===== src/inc/nvirq_pkg.sv =====
// Contract
// 32 interrupt lines, four priority levels
// Accepted exceptions run in handler mode
// Strictly higher priority preempts running handler
// Exception number supplied on acceptance
// Vector table at zero, number times four
// Core stacks registers at entry, restores after
// Pending handler chains at return, no restore
// Late higher request redirects entry, no penalty
// Level 0 most urgent; reset to 0
// Reset, NMI, hard fault fixed above all
// Fixed exception numbers; irq at 16..47
// Low interrupt bit assignment, 2 and 9 reserved
// High interrupt bit assignment, gaps reserved
// Write-one enable and disable; both read state
// Disabled interrupt pends but never activates
// Disabling an active interrupt keeps it active
// Write-one set and clear pending; both read
// Clearing pending leaves active status alone
// Priority in byte lanes, four per word
// Register offsets 0x100..0x280, priorities from 0x400
// Equal levels: lowest exception number wins
package nvirq_pkg;

  // ==========================================================
  // Register offsets
  localparam logic [11:0] OFS_SET_EN = 12'h100;
  localparam logic [11:0] OFS_CLR_EN = 12'h180;
  localparam logic [11:0] OFS_SET_PEND = 12'h200;
  localparam logic [11:0] OFS_CLR_PEND = 12'h280;
  localparam logic [11:0] OFS_PRIO_BASE = 12'h400;
  localparam logic [11:0] OFS_PRIO_LAST = 12'h41C;
  localparam logic [11:0] OFS_CTRL_STAT = 12'hD04;
  localparam logic [11:0] OFS_SYS_PRI2 = 12'hD1C;
  localparam logic [11:0] OFS_SYS_PRI3 = 12'hD20;

  // ==========================================================
  // Reset values and field positions
  localparam logic [31:0] EN_RST = 32'h0000_0000;
  localparam logic [31:0] PEND_RST = 32'h0000_0000;
  localparam logic [1:0] PRIO_RST = 2'h0;
  localparam logic [47:0] ACTIVE_RST = 48'h0000_0000_0000;
  localparam int PRIO_LANE_LSB = 6;
  localparam int CS_NMI_SET = 31;
  localparam int CS_PSV_SET = 28;
  localparam int CS_PSV_CLR = 27;
  localparam int CS_TCK_SET = 26;
  localparam int CS_TCK_CLR = 25;
  localparam int CS_REQ = 22;
  localparam int CS_WIN_LSB = 12;
  localparam int SP2_SVC_LSB = 30;
  localparam int SP3_PSV_LSB = 22;
  localparam int SP3_TCK_LSB = 30;

  // ==========================================================
  // Exception numbers and urgency levels (lower level wins)
  localparam logic [5:0] EXC_RESET = 6'h01;
  localparam logic [5:0] EXC_NMI = 6'h02;
  localparam logic [5:0] EXC_HARD_FAULT = 6'h03;
  localparam logic [5:0] EXC_SUPERVISOR_CALL = 6'h0B;
  localparam logic [5:0] EXC_PENDABLE_SERVICE = 6'h0E;
  localparam logic [5:0] EXC_SYSTEM_TICK = 6'h0F;
  localparam logic [5:0] EXC_IRQ_BASE = 6'h10;
  localparam int EXC_COUNT = 48;
  localparam logic [2:0] LVL_RESET = 3'h0;
  localparam logic [2:0] LVL_NMI = 3'h1;
  localparam logic [2:0] LVL_HARD_FAULT = 3'h2;
  localparam logic [2:0] LVL_CFG_BASE = 3'h3;
  localparam logic [2:0] LVL_THREAD = 3'h7;

  // ==========================================================
  // Vector table
  localparam logic [31:0] VEC_TABLE_BASE = 32'h0000_0000;
  localparam int VEC_STRIDE_SHIFT = 2;

  // ==========================================================
  // Interrupt line positions
  localparam int IRQ_I2C0 = 0;
  localparam int IRQ_SPI0 = 1;
  localparam int IRQ_UART0 = 3;
  localparam int IRQ_PWM_UNIT = 4;
  localparam int IRQ_CONVERTER = 5;
  localparam int IRQ_WATCHDOG = 6;
  localparam int IRQ_WINDOWED_WATCHDOG = 7;
  localparam int IRQ_TIMER_ZERO = 8;
  localparam int IRQ_SPI1 = 10;
  localparam int IRQ_RADIO_LINK_LAYER = 11;
  localparam int IRQ_UART1 = 12;
  localparam int IRQ_TIMER_ONE = 13;
  localparam int IRQ_TIMER_TWO = 14;
  localparam int IRQ_PORT0_PIN = 15;
  localparam int IRQ_PORT1_PIN = 16;
  localparam int IRQ_PORT2_PIN = 17;
  localparam int IRQ_PORT3_PIN = 18;
  localparam int IRQ_USB_DMA = 21;
  localparam int IRQ_USB = 22;
  localparam int IRQ_CLOCK_TRIM = 23;
  localparam int IRQ_DMA = 27;
  localparam int IRQ_BROWNOUT = 28;
  localparam int IRQ_SLEEP_TIMER = 29;
  localparam int IRQ_LOW_POWER = 30;
  // Reserved lines 2, 9, 19, 20, 24..26, 31 hold no enable or pending state
  localparam logic [31:0] IRQ_IMPL_MASK = 32'h78E7_FDFB;

  // ==========================================================
  // Carriers
  typedef struct packed {
    logic [11:0] addr;
    logic [31:0] wdata;
    logic wr;
    logic rd;
  } nvirq_bus_s;

  typedef struct packed {
    logic req;
    logic [5:0] num;
    logic [31:0] vec_addr;
    logic preempt;
    logic tail_chain;
    logic handler_mode;
  } nvirq_core_s;

endpackage : nvirq_pkg


===== src/design/nvirq_ctrl.sv =====
// Implementation choices: the register offsets and strobed register access.
`timescale 1ns/100ps
module nvirq_ctrl #(
  parameter int NUM_IRQ = 32
) (
  // Clock and reset
  input wire logic i_sys_clk,
  input wire logic i_rst_b,
  // Register port
  input wire nvirq_pkg::nvirq_bus_s i_bus,
  output logic [31:0] o_rdata,
  // Interrupt sources
  input wire logic [NUM_IRQ-1:0] i_irq,
  input wire logic i_nmi_req,
  input wire logic i_hard_fault_req,
  input wire logic i_supervisor_call_req,
  input wire logic i_system_tick_req,
  // Core exception handshake
  input wire logic i_entry_ack,
  input wire logic i_exc_return,
  output nvirq_pkg::nvirq_core_s o_core
);

  // ==========================================================
  // State
  logic [NUM_IRQ-1:0] irq_en;
  logic [NUM_IRQ-1:0] irq_pend;
  logic [1:0] irq_prio [NUM_IRQ];
  logic [1:0] svc_prio;
  logic [1:0] psv_prio;
  logic [1:0] tck_prio;
  logic nmi_pend;
  logic hf_pend;
  logic svc_pend;
  logic psv_pend;
  logic tck_pend;
  logic [nvirq_pkg::EXC_COUNT-1:0] active;

  // ==========================================================
  // Decode
  logic wr_set_en;
  logic wr_clr_en;
  logic wr_set_pend;
  logic wr_clr_pend;
  logic wr_prio;
  logic wr_cs;
  logic [2:0] prio_word;
  logic accept;

  assign wr_set_en = i_bus.wr && (i_bus.addr == nvirq_pkg::OFS_SET_EN);
  assign wr_clr_en = i_bus.wr && (i_bus.addr == nvirq_pkg::OFS_CLR_EN);
  assign wr_set_pend = i_bus.wr && (i_bus.addr == nvirq_pkg::OFS_SET_PEND);
  assign wr_clr_pend = i_bus.wr && (i_bus.addr == nvirq_pkg::OFS_CLR_PEND);
  assign wr_prio = i_bus.wr && (i_bus.addr >= nvirq_pkg::OFS_PRIO_BASE)
                   && (i_bus.addr <= nvirq_pkg::OFS_PRIO_LAST) && (i_bus.addr[1:0] == 2'h0);
  assign wr_cs = i_bus.wr && (i_bus.addr == nvirq_pkg::OFS_CTRL_STAT);
  assign prio_word = i_bus.addr[4:2];
  assign accept = i_entry_ack && o_core.req;

  // Urgency of a configurable level
  function automatic logic [2:0] cfg_level(input logic [1:0] prio);
    cfg_level = nvirq_pkg::LVL_CFG_BASE + {1'b0, prio};
  endfunction : cfg_level

  // ==========================================================
  // Per exception pending, eligibility and level
  logic [nvirq_pkg::EXC_COUNT-1:0] pend_vec;
  logic [nvirq_pkg::EXC_COUNT-1:0] elig;
  logic [2:0] lvl [nvirq_pkg::EXC_COUNT];

  always_comb begin
    pend_vec = '0;
    pend_vec[nvirq_pkg::EXC_NMI] = nmi_pend;
    pend_vec[nvirq_pkg::EXC_HARD_FAULT] = hf_pend;
    pend_vec[nvirq_pkg::EXC_SUPERVISOR_CALL] = svc_pend;
    pend_vec[nvirq_pkg::EXC_PENDABLE_SERVICE] = psv_pend;
    pend_vec[nvirq_pkg::EXC_SYSTEM_TICK] = tck_pend;
    for (int i = 0; i < nvirq_pkg::EXC_COUNT; i++) begin
      lvl[i] = nvirq_pkg::LVL_THREAD;
    end
    lvl[nvirq_pkg::EXC_RESET] = nvirq_pkg::LVL_RESET;
    lvl[nvirq_pkg::EXC_NMI] = nvirq_pkg::LVL_NMI;
    lvl[nvirq_pkg::EXC_HARD_FAULT] = nvirq_pkg::LVL_HARD_FAULT;
    lvl[nvirq_pkg::EXC_SUPERVISOR_CALL] = cfg_level(svc_prio);
    lvl[nvirq_pkg::EXC_PENDABLE_SERVICE] = cfg_level(psv_prio);
    lvl[nvirq_pkg::EXC_SYSTEM_TICK] = cfg_level(tck_prio);
    for (int i = 0; i < NUM_IRQ; i++) begin
      // Disabled lines stay pending but cannot compete
      pend_vec[16 + i] = irq_pend[i] && irq_en[i];
      lvl[16 + i] = cfg_level(irq_prio[i]);
    end
    elig = pend_vec & ~active;
  end

  // ==========================================================
  // Arbitration
  logic [5:0] best_num;
  logic [2:0] best_lvl;
  logic [5:0] run_num;
  logic [2:0] run_lvl;
  logic [2:0] run2_lvl;
  logic want;

  always_comb begin
    best_num = '0;
    best_lvl = nvirq_pkg::LVL_THREAD;
    run_num = '0;
    run_lvl = nvirq_pkg::LVL_THREAD;
    run2_lvl = nvirq_pkg::LVL_THREAD;
    // Strict compare keeps the lowest number on a tie
    for (int i = 1; i < nvirq_pkg::EXC_COUNT; i++) begin
      if (elig[i] && (lvl[i] < best_lvl)) begin
        best_lvl = lvl[i];
        best_num = 6'(i);
      end
      if (active[i] && (lvl[i] < run_lvl)) begin
        run_lvl = lvl[i];
        run_num = 6'(i);
      end
    end
    // Level the core falls back to once the running handler returns
    for (int i = 1; i < nvirq_pkg::EXC_COUNT; i++) begin
      if (active[i] && (6'(i) != run_num) && (lvl[i] < run2_lvl)) begin
        run2_lvl = lvl[i];
      end
    end
  end

  assign want = best_lvl < run_lvl;

  // ==========================================================
  // Enables
  always_ff @(posedge i_sys_clk or negedge i_rst_b) begin
    if (!i_rst_b) begin
      irq_en <= nvirq_pkg::EN_RST;
    end else if (wr_set_en) begin
      irq_en <= (irq_en | i_bus.wdata[NUM_IRQ-1:0]) & nvirq_pkg::IRQ_IMPL_MASK;
    end else if (wr_clr_en) begin
      irq_en <= irq_en & ~i_bus.wdata[NUM_IRQ-1:0];
    end
  end

  // ==========================================================
  // Interrupt pending
  logic [NUM_IRQ-1:0] pend_set;
  logic [NUM_IRQ-1:0] pend_clr;
  logic [NUM_IRQ-1:0] pend_take;

  always_comb begin
    pend_set = i_irq & ~active[16 +: NUM_IRQ];
    if (wr_set_pend) begin
      pend_set = pend_set | i_bus.wdata[NUM_IRQ-1:0];
    end
    pend_clr = wr_clr_pend ? i_bus.wdata[NUM_IRQ-1:0] : '0;
    pend_take = '0;
    if (accept && (o_core.num >= nvirq_pkg::EXC_IRQ_BASE)) begin
      pend_take[5'(o_core.num - nvirq_pkg::EXC_IRQ_BASE)] = 1'b1;
    end
  end

  // Hardware set beats a software clear; taking the exception beats both
  always_ff @(posedge i_sys_clk or negedge i_rst_b) begin
    if (!i_rst_b) begin
      irq_pend <= nvirq_pkg::PEND_RST;
    end else begin
      irq_pend <= ((irq_pend & ~pend_clr) | pend_set) & ~pend_take & nvirq_pkg::IRQ_IMPL_MASK;
    end
  end

  // ==========================================================
  // System exception pending
  always_ff @(posedge i_sys_clk or negedge i_rst_b) begin
    if (!i_rst_b) begin
      nmi_pend <= 1'b0;
      hf_pend <= 1'b0;
      svc_pend <= 1'b0;
      psv_pend <= 1'b0;
      tck_pend <= 1'b0;
    end else begin
      nmi_pend <= (nmi_pend || i_nmi_req || (wr_cs && i_bus.wdata[nvirq_pkg::CS_NMI_SET]))
                  && !(accept && o_core.num == nvirq_pkg::EXC_NMI);
      hf_pend <= (hf_pend || i_hard_fault_req)
                 && !(accept && o_core.num == nvirq_pkg::EXC_HARD_FAULT);
      svc_pend <= (svc_pend || i_supervisor_call_req)
                  && !(accept && o_core.num == nvirq_pkg::EXC_SUPERVISOR_CALL);
      psv_pend <= ((psv_pend && !(wr_cs && i_bus.wdata[nvirq_pkg::CS_PSV_CLR]))
                   || (wr_cs && i_bus.wdata[nvirq_pkg::CS_PSV_SET]))
                  && !(accept && o_core.num == nvirq_pkg::EXC_PENDABLE_SERVICE);
      tck_pend <= ((tck_pend && !(wr_cs && i_bus.wdata[nvirq_pkg::CS_TCK_CLR]))
                   || i_system_tick_req || (wr_cs && i_bus.wdata[nvirq_pkg::CS_TCK_SET]))
                  && !(accept && o_core.num == nvirq_pkg::EXC_SYSTEM_TICK);
    end
  end

  // ==========================================================
  // Priorities
  always_ff @(posedge i_sys_clk or negedge i_rst_b) begin
    if (!i_rst_b) begin
      for (int i = 0; i < NUM_IRQ; i++) begin
        irq_prio[i] <= nvirq_pkg::PRIO_RST;
      end
    end else if (wr_prio) begin
      for (int b = 0; b < 4; b++) begin
        // Only the top two bits of each byte lane are kept
        irq_prio[{prio_word, 2'(b)}] <= i_bus.wdata[8*b+nvirq_pkg::PRIO_LANE_LSB +: 2];
      end
    end
  end

  always_ff @(posedge i_sys_clk or negedge i_rst_b) begin
    if (!i_rst_b) begin
      svc_prio <= nvirq_pkg::PRIO_RST;
      psv_prio <= nvirq_pkg::PRIO_RST;
      tck_prio <= nvirq_pkg::PRIO_RST;
    end else if (i_bus.wr && i_bus.addr == nvirq_pkg::OFS_SYS_PRI2) begin
      svc_prio <= i_bus.wdata[nvirq_pkg::SP2_SVC_LSB +: 2];
    end else if (i_bus.wr && i_bus.addr == nvirq_pkg::OFS_SYS_PRI3) begin
      psv_prio <= i_bus.wdata[nvirq_pkg::SP3_PSV_LSB +: 2];
      tck_prio <= i_bus.wdata[nvirq_pkg::SP3_TCK_LSB +: 2];
    end
  end

  // ==========================================================
  // Active set; core stacks on entry and unstacks on return
  always_ff @(posedge i_sys_clk or negedge i_rst_b) begin
    if (!i_rst_b) begin
      active <= nvirq_pkg::ACTIVE_RST;
    end else begin
      for (int i = 0; i < nvirq_pkg::EXC_COUNT; i++) begin
        if (accept && o_core.num == 6'(i)) begin
          active[i] <= 1'b1;
        end else if (i_exc_return && run_num == 6'(i)) begin
          active[i] <= 1'b0;
        end
      end
    end
  end

  // ==========================================================
  // Core outputs
  // Number tracks the best candidate until acknowledge
  always_ff @(posedge i_sys_clk or negedge i_rst_b) begin
    if (!i_rst_b) begin
      o_core <= '0;
    end else begin
      o_core.req <= want;
      o_core.num <= best_num;
      o_core.vec_addr <= nvirq_pkg::VEC_TABLE_BASE
                         | {24'h00_0000, best_num, 2'h0};
      o_core.preempt <= want && (|active);
      o_core.tail_chain <= i_exc_return && (best_lvl < run2_lvl);
      o_core.handler_mode <= |active;
    end
  end

  // ==========================================================
  // Read data
  always_ff @(posedge i_sys_clk or negedge i_rst_b) begin
    if (!i_rst_b) begin
      o_rdata <= '0;
    end else if (i_bus.rd) begin
      o_rdata <= '0;
      if (i_bus.addr == nvirq_pkg::OFS_SET_EN || i_bus.addr == nvirq_pkg::OFS_CLR_EN) begin
        o_rdata <= 32'(irq_en);
      end else if (i_bus.addr == nvirq_pkg::OFS_SET_PEND
                   || i_bus.addr == nvirq_pkg::OFS_CLR_PEND) begin
        o_rdata <= 32'(irq_pend);
      end else if (wr_prio || (i_bus.addr >= nvirq_pkg::OFS_PRIO_BASE
                   && i_bus.addr <= nvirq_pkg::OFS_PRIO_LAST && i_bus.addr[1:0] == 2'h0)) begin
        for (int b = 0; b < 4; b++) begin
          o_rdata[8*b+nvirq_pkg::PRIO_LANE_LSB +: 2] <= irq_prio[{prio_word, 2'(b)}];
        end
      end else if (i_bus.addr == nvirq_pkg::OFS_CTRL_STAT) begin
        o_rdata[5:0] <= run_num;
        o_rdata[nvirq_pkg::CS_WIN_LSB +: 6] <= best_num;
        o_rdata[nvirq_pkg::CS_REQ] <= want;
        o_rdata[nvirq_pkg::CS_NMI_SET] <= nmi_pend;
        o_rdata[nvirq_pkg::CS_PSV_SET] <= psv_pend;
        o_rdata[nvirq_pkg::CS_TCK_SET] <= tck_pend;
      end else if (i_bus.addr == nvirq_pkg::OFS_SYS_PRI2) begin
        o_rdata[nvirq_pkg::SP2_SVC_LSB +: 2] <= svc_prio;
      end else if (i_bus.addr == nvirq_pkg::OFS_SYS_PRI3) begin
        o_rdata[nvirq_pkg::SP3_PSV_LSB +: 2] <= psv_prio;
        o_rdata[nvirq_pkg::SP3_TCK_LSB +: 2] <= tck_prio;
      end
    end
  end
endmodule : nvirq_ctrl


===== config.mk =====
export PLATFORM = sky130hd
export DESIGN_NAME = nvirq_ctrl
export DESIGN_NICKNAME = d
export VERILOG_FILES = /design/src/inc/nvirq_pkg.sv /design/src/design/nvirq_ctrl.sv
export SDC_FILE = /design/constraint.sdc
export NUM_CORES = 1
export LEC_CHECK = 0
export BUFFER_PORTS_ARGS = -buffer_cell sky130_fd_sc_hd__buf_2
export CELL_PAD_IN_SITES_DETAIL_PLACEMENT = 0
export CELL_PAD_IN_SITES_GLOBAL_PLACEMENT = 2
export CORE_MARGIN = 2
export CORE_UTILIZATION = 30
export DETAILED_ROUTE_END_ITERATION = 10
export GPL_TIMING_DRIVEN = 0
export HOLD_SLACK_MARGIN = 0.03
export PLACE_DENSITY_LB_ADDON = 0.1
export SETUP_SLACK_MARGIN = 0.5
export SKIP_LAST_GASP = 1
export SLEW_MARGIN = 25
export SYNTH_ARGS = -nofsm -noshare
export SYNTH_HDL_FRONTEND = slang
export SYNTH_SLANG_ARGS = --single-unit

===== constraint.sdc =====
create_clock -name i_sys_clk -period 69.6 [get_ports i_sys_clk]
set_clock_uncertainty 0.05 [all_clocks]
set_input_delay 13.92 -clock i_sys_clk [delete_from_list [all_inputs] [get_ports i_sys_clk]]
set_output_delay 13.92 -clock i_sys_clk [all_outputs]
set_load 0.1 [all_outputs]

## Word level (Yosys, flattened, before mapping)

Cells that the tools add are included.

- Bits of input ports: 86
- Bits in latches: 0
- Logic and storage cells: 1,254
- Register bits: 221
- RAM bits: 0
- Memories: 0
- Memory bits (read-only): 0

- Reductions and logical operators: 409
- $lt $le $gt $ge: 153
- Shift-type cells: 0
- Div/mod/pow operators: 0
- $mul: 0
- Muxes and demuxes: 394
- Bitwise gates (word level): 18
- Add/sub/neg operators: 36
- Equality and inequality tests: 148

Operator list:

| operator | count |
|---|---|
| $mux W6 | 92 |
| $mux W3 | 142 |
| $logic_and A1 B1 Y1 | 338 |
| $lt A3 B3 Y1 | 107 |
| $bwmux W64 | 4 |
| $eq A6 B5 Y1 const B | 32 |
| $eq A6 B6 Y1 const B | 32 |
| $mux W1 | 111 |
| $add A2 B2 Y3 const A | 35 |
| $reduce_bool A2 Y1 | 49 |
| $eq A6 B4 Y1 const B | 16 |
| $mux W32 | 3 |
| $ne A5 B6 Y1 const A | 16 |
| $ne A6 B6 Y1 const A | 16 |
| $and A31 B31 Y31 | 3 |
| $mux W31 | 3 |
| $not A31 Y31 | 3 |
| $or A31 B31 Y31 | 3 |
| $lt A3 B3 Y1 const A | 27 |
| $mux W2 | 27 |
| $and A47 B48 Y48 | 1 |
| $eq A6 B3 Y1 const B | 8 |
| $ne A4 B6 Y1 const A | 8 |
| $not A48 Y48 | 1 |
| other kinds (33) | 81 |

## Depth between registers and ports, before layout

- Depth after elaboration: 282
- Gate-level depth with buffers: 161
- Gate-level depth less buffers: 156

## Least setup slack after synthesis

No wires, ideal clock.

- Path type: flip-flop to flip-flop
- Start: register svc_prio[0]
- End: register o_rdata[22]
- Data required time: 69,472 ps
- Arrival: 30,010 ps
- Setup slack: 39,462 ps
- Stages on the path, launching flop included: 147
- Path through: dfrtp_1 buf_4 inv_1 ha_1 inv_1 ha_1 a21oi_1 o211ai_1 nand2_1 o21ai_0 ha_1 a21oi_1 o211ai_1 mux2_2 ha_1 o21a_1 o21a_1 or2_2 [... 111 more ...] mux2_2 ha_1 nor3_1 a21boi_0 and2_1 mux2_2 ha_1 nor3_1 nand3b_1 a21oi_1 nor2_1 nor2_1 a21oi_1 ha_1 a21o_1 a21oi_1 nand2_1 a21oi_1

- Longest elaborated chain between the ends: 117
- Elaborated cells between the ends (all ways): 228
- Those cells by class: 1 x add/sub; 75 x order compare; 78 x mux; 74 x reduce/logical

RTL lines:

| what | line | text |
|---|---|---|
| from (decl) | nvirq_ctrl.sv:29 | `logic [1:0] svc_prio;` |
| from (signal assigned) | nvirq_ctrl.sv:212 | `svc_prio <= nvirq_pkg::PRIO_RST;` |
| from (signal assigned) | nvirq_ctrl.sv:216 | `svc_prio <= i_bus.wdata[nvirq_pkg::SP2_SVC_LSB +: 2];` |
| $add A2 B2 Y3 (*) | nvirq_ctrl.sv:62 | `cfg_level = nvirq_pkg::LVL_CFG_BASE + {1'b0, prio};` |
| $lt A3 B3 Y1, on equally long branches | nvirq_ctrl.sv:112, nvirq_ctrl.sv:116 |  |
| $logic_and A1 B1 Y1, on equally long branches | nvirq_ctrl.sv:112, nvirq_ctrl.sv:116 |  |
| $mux W3, on equally long branches | nvirq_ctrl.sv:112, nvirq_ctrl.sv:116 |  |
| $lt A3 B3 Y1, on equally long branches | nvirq_ctrl.sv:112, nvirq_ctrl.sv:116 |  |
| $logic_and A1 B1 Y1, on equally long branches | nvirq_ctrl.sv:112, nvirq_ctrl.sv:116 |  |
| $mux W3, on equally long branches | nvirq_ctrl.sv:112, nvirq_ctrl.sv:116 |  |
| $lt A3 B3 Y1, on equally long branches | nvirq_ctrl.sv:112, nvirq_ctrl.sv:116 |  |
| [... 102 more ...] | - |  |
| $logic_and A1 B1 Y1, on equally long branches | nvirq_ctrl.sv:112, nvirq_ctrl.sv:116 |  |
| $mux W3, on equally long branches | nvirq_ctrl.sv:112, nvirq_ctrl.sv:116 |  |
| $lt A3 B3 Y1 (*) | nvirq_ctrl.sv:129 | `assign want = best_lvl < run_lvl;` |
| via want | nvirq_ctrl.sv:102 | `logic want;` |
| $mux W1 (*) | nvirq_ctrl.sv:273 | `end else if (i_bus.addr == nvirq_pkg::OFS_CTRL_STAT) begin` |
| $mux W2 (*) | nvirq_ctrl.sv:268 | `end else if (wr_prio \|\| (i_bus.addr >= nvirq_pkg::OFS_PRIO_BASE` |
| $mux W2 (*) | nvirq_ctrl.sv:265 | `end else if (i_bus.addr == nvirq_pkg::OFS_SET_PEND` |
| $mux W32 (*) | nvirq_ctrl.sv:263 | `if (i_bus.addr == nvirq_pkg::OFS_SET_EN \|\| i_bus.addr == nvirq_pkg::OFS_CLR_EN) begin` |
| to (signal assigned) | nvirq_ctrl.sv:264 | `o_rdata <= 32'(irq_en);` |
| to (signal assigned) | nvirq_ctrl.sv:267 | `o_rdata <= 32'(irq_pend);` |
| to (signal, indexed assignment) | nvirq_ctrl.sv:275 | `o_rdata[nvirq_pkg::CS_WIN_LSB +: 6] <= best_num;` |
| to (decl) | nvirq_ctrl.sv:11 | `output logic [31:0] o_rdata,` |

The timed path passes the listed nets; every way through them passes the cells marked *.
A chain may end at the register's enable or synchronous reset.

## Worst setup path after layout

Same ends and word-level chain as after synthesis.

==> impl_metrics.tcl <==
set metrics [dict create \
    synth_top_flop_cell "dfrtp_1" \
    track_usage 0.2941 \
    slew_violations 0 \
    wire_per_inst_um 27.39 \
    htreeDepth 1 \
    syn2layout_area_growth_pct 12.48 \
    dieHeight_um 288.1 \
    detailed_place_hpwl_um 104100 \
    synthTopCellsByArea "dfrtp_1 23%, nand2_1 7.5%, o21ai_0 6.8%" \
    power_mw 0.9608 \
    cp-end-kind "flop" \
    dr.pass1.iters 7 \
    cts_buffers 26 \
    fin_tns_setup_ps 0 \
    yosysTopAreaCellShare 0.2284 \
    finalHoldViolCount 0 \
    ys_seq_area_frac 0.2284 \
    status "finished, final reports clean" \
    finalCriticalPeriod_ps 37110 \
    holdPathStages 1 \
    cp-start-kind "flop" \
    cp_data_arrival_time_ps 37540 \
    worst_slack_ps 32490 \
    grt_pass1_vias 26267 \
    hold_class "flop to flop" \
    post-route-cell-area_sq_um 27240 \
    core_area_sq_um 80160 \
    async_reset_ff_frac 1.000 \
    crit_path_top_delay_cell "o211ai_1" \
    cts_tree "yes" \
    synth_seq_cells 221 \
    postSynthCellCount 3328 \
    die-area_sq_um 83000 \
    place.port_buffers 123 \
    drc_errors 0 \
    cts_resized 0 \
    root_buffer "clkbuf_16" \
    rr_worst_depth 142 \
    yosys.area.top_type "dfrtp_1" \
    fin_crit_sh 0.5331 \
    grt_max_degree 83 \
    pre_cts_ws_ps 32570 \
    ir_drop_mv 0.02086 \
    max-cap-violations 0 \
    cts_setup_buffers 0 \
    hold_buffers 0 \
    drive_above_1_share 0.1173 \
    row_count 104 \
    relSlewSlack 0.2182 \
    rsz0062_at_grt "no" \
    yosysWarningCount 0 \
    place_congestion 0.9616 \
    start_util 0.3021 \
    ioPinCount 160 \
    final_util 0.3398 \
    path_max_fanout 10 \
    syn_avg_cell_area_sq_um 7.276 \
    vias 27787 \
    yosys.cell_types.count 121 \
    vias_per_cell 6.052 \
    synthesis.area_sq_um 24210 \
    worstMarginPinSlew_ps 1173 \
    path_clk_slew_ps 60 \
    grt_pass1_wl_um 181100 \
    postRouteAntennaNets 0 \
    grt_antenna_before_repair 5 \
    drt_iter0_drc 2811 \
    crit_required_ps 70040 \
    grt.overflow.total 0 \
    die_w_um 288.1 \
    clk_latency_ps 580 \
    cellPowerDensity_nw_per_um2 35.27 \
    final_nets 3700 \
    cts.sinks 221 \
    path_common_cell "ha_1" \
    cpPeakStageDelay_ps 660 \
    synth_enable_flop_cells 0 \
    clk_path_buf_depth 3 \
    p_leak_nw 10.93 \
    fmax_mhz 26.95 \
    placed_area_sq_um 26410 \
    routed_wirelength_um 125800 \
    path_class "flop to flop" \
    setup_viol 0 \
]
[power breakdown]
group	internal [mW]	switching (mW)	leakage, nW
registers	0.136	0.00837	2.74
clock network	0.0770	0.0599	0.395
logic	0.217	0.463	7.80
total	0.430	0.531	10.9
[final cells by class]
type	instances	area, sq um
clock buffers	41	747.0
flip-flops and latches	221	5530
fillers	8788	52920
multi-input cells	2729	17200
inverters	218	818.3
well taps	1060	1326
repair buffers	131	720.7
clock inverters	5	61.31
diodes	1	2.502
plain buffers	185	827.0
[final timing paths]
path,start,slack [ps],end
hold reg to reg,active[8]$_DFFE_PN0P_,430,active[8]$_DFFE_PN0P_
min in group asynchronous,i_rst_b,13210,o_core[1]$_DFF_PN0_
max in group asynchronous,i_rst_b,55000,irq_pend[12]$_DFF_PN0_
hold / removal,active[8]$_DFFE_PN0P_,430,active[8]$_DFFE_PN0P_
setup reg to reg,svc_prio[0]$_DFFE_PN0P_,32490,o_rdata[22]$_DFFE_PN0P_
setup / recovery,svc_prio[0]$_DFFE_PN0P_,32490,o_rdata[22]$_DFFE_PN0P_
[worst max-delay path, delay by kind of cell (launching register included)]
| kind | cells | cell delay [ps] |
|---|---|---|
| AOI/OAI and AO/OA | 56 | 13630 |
| adders and majority gates | 29 | 7970 |
| and+or+nand+nor | 29 | 7180 |
| muxes | 17 | 6590 |
| buffers and inverters | 11 | 1230 |
| DFF | 1 | 320 |
[cell usage after synthesis (all sizes together), types with 31 or more instances]
cell type / count
o211ai: 49
buf: 43
o21a: 63
a21oi: 237
and3: 43
mux2: 81
a222oi: 33
dfrtp: 221
a211oi: 39
ha: 102
nand2: 484
clkbuf: 142
or2: 31
nor3: 76
nor2: 270
a22oi: 31
nand3: 124
inv: 215
o21ai: 361
a31oi: 73
and2: 51
[placed cells by master (no fill, tap or decap), drive strengths merged, types with 39 or more instances in the layout]
cell | synthesis | layout
nand2 | 484 | 484
o21ai | 361 | 361
nor2 | 270 | 270
a21oi | 237 | 237
dfrtp | 221 | 221
inv | 215 | 215
clkbuf | 142 | 183
buf | 43 | 174
nand3 | 124 | 124
ha | 102 | 102
mux2 | 81 | 81
nor3 | 76 | 76
a31oi | 73 | 73
o21a | 63 | 63
and2 | 51 | 51
o211ai | 49 | 49
and3 | 43 | 43
a211oi | 39 | 39
[logic make-up after synthesis]
logic type	count (synthesis)	synth area share
buffers and inverters	403	0.06795
DFF	221	0.2284
and+or+nand+nor	1248	0.2408
other	1	0.0001549
AOI/OAI and AO/OA	1220	0.3422
adders and majority gates	122	0.06097
muxes	113	0.05947
[per-stage QoR]
| stage | hold slack [ps] | std cells |
|---|---|---|
| detailed placement | 412.8 | 4543 |
| CTS | 429.4 | 4589 |
| finish | 430.9 | 4591 |
| global route | 453.2 | 4590 |
| floorplan | 387.8 | 3353 |
| global placement | 410.0 | 4536 |
[routing by layer]
metal	vias up	global-route usage	wire length [um]	share of wire
met5	-	0	0	0
met4	0	0.09611	4437	0.035
met3	181	0.02678	6650	0.053
met2	1087	0.4897	58250	0.46
met1	13774	0.4001	56420	0.45
li1	12745	-	-	-
No activity file was read; power rests on OpenSTA's default activity.
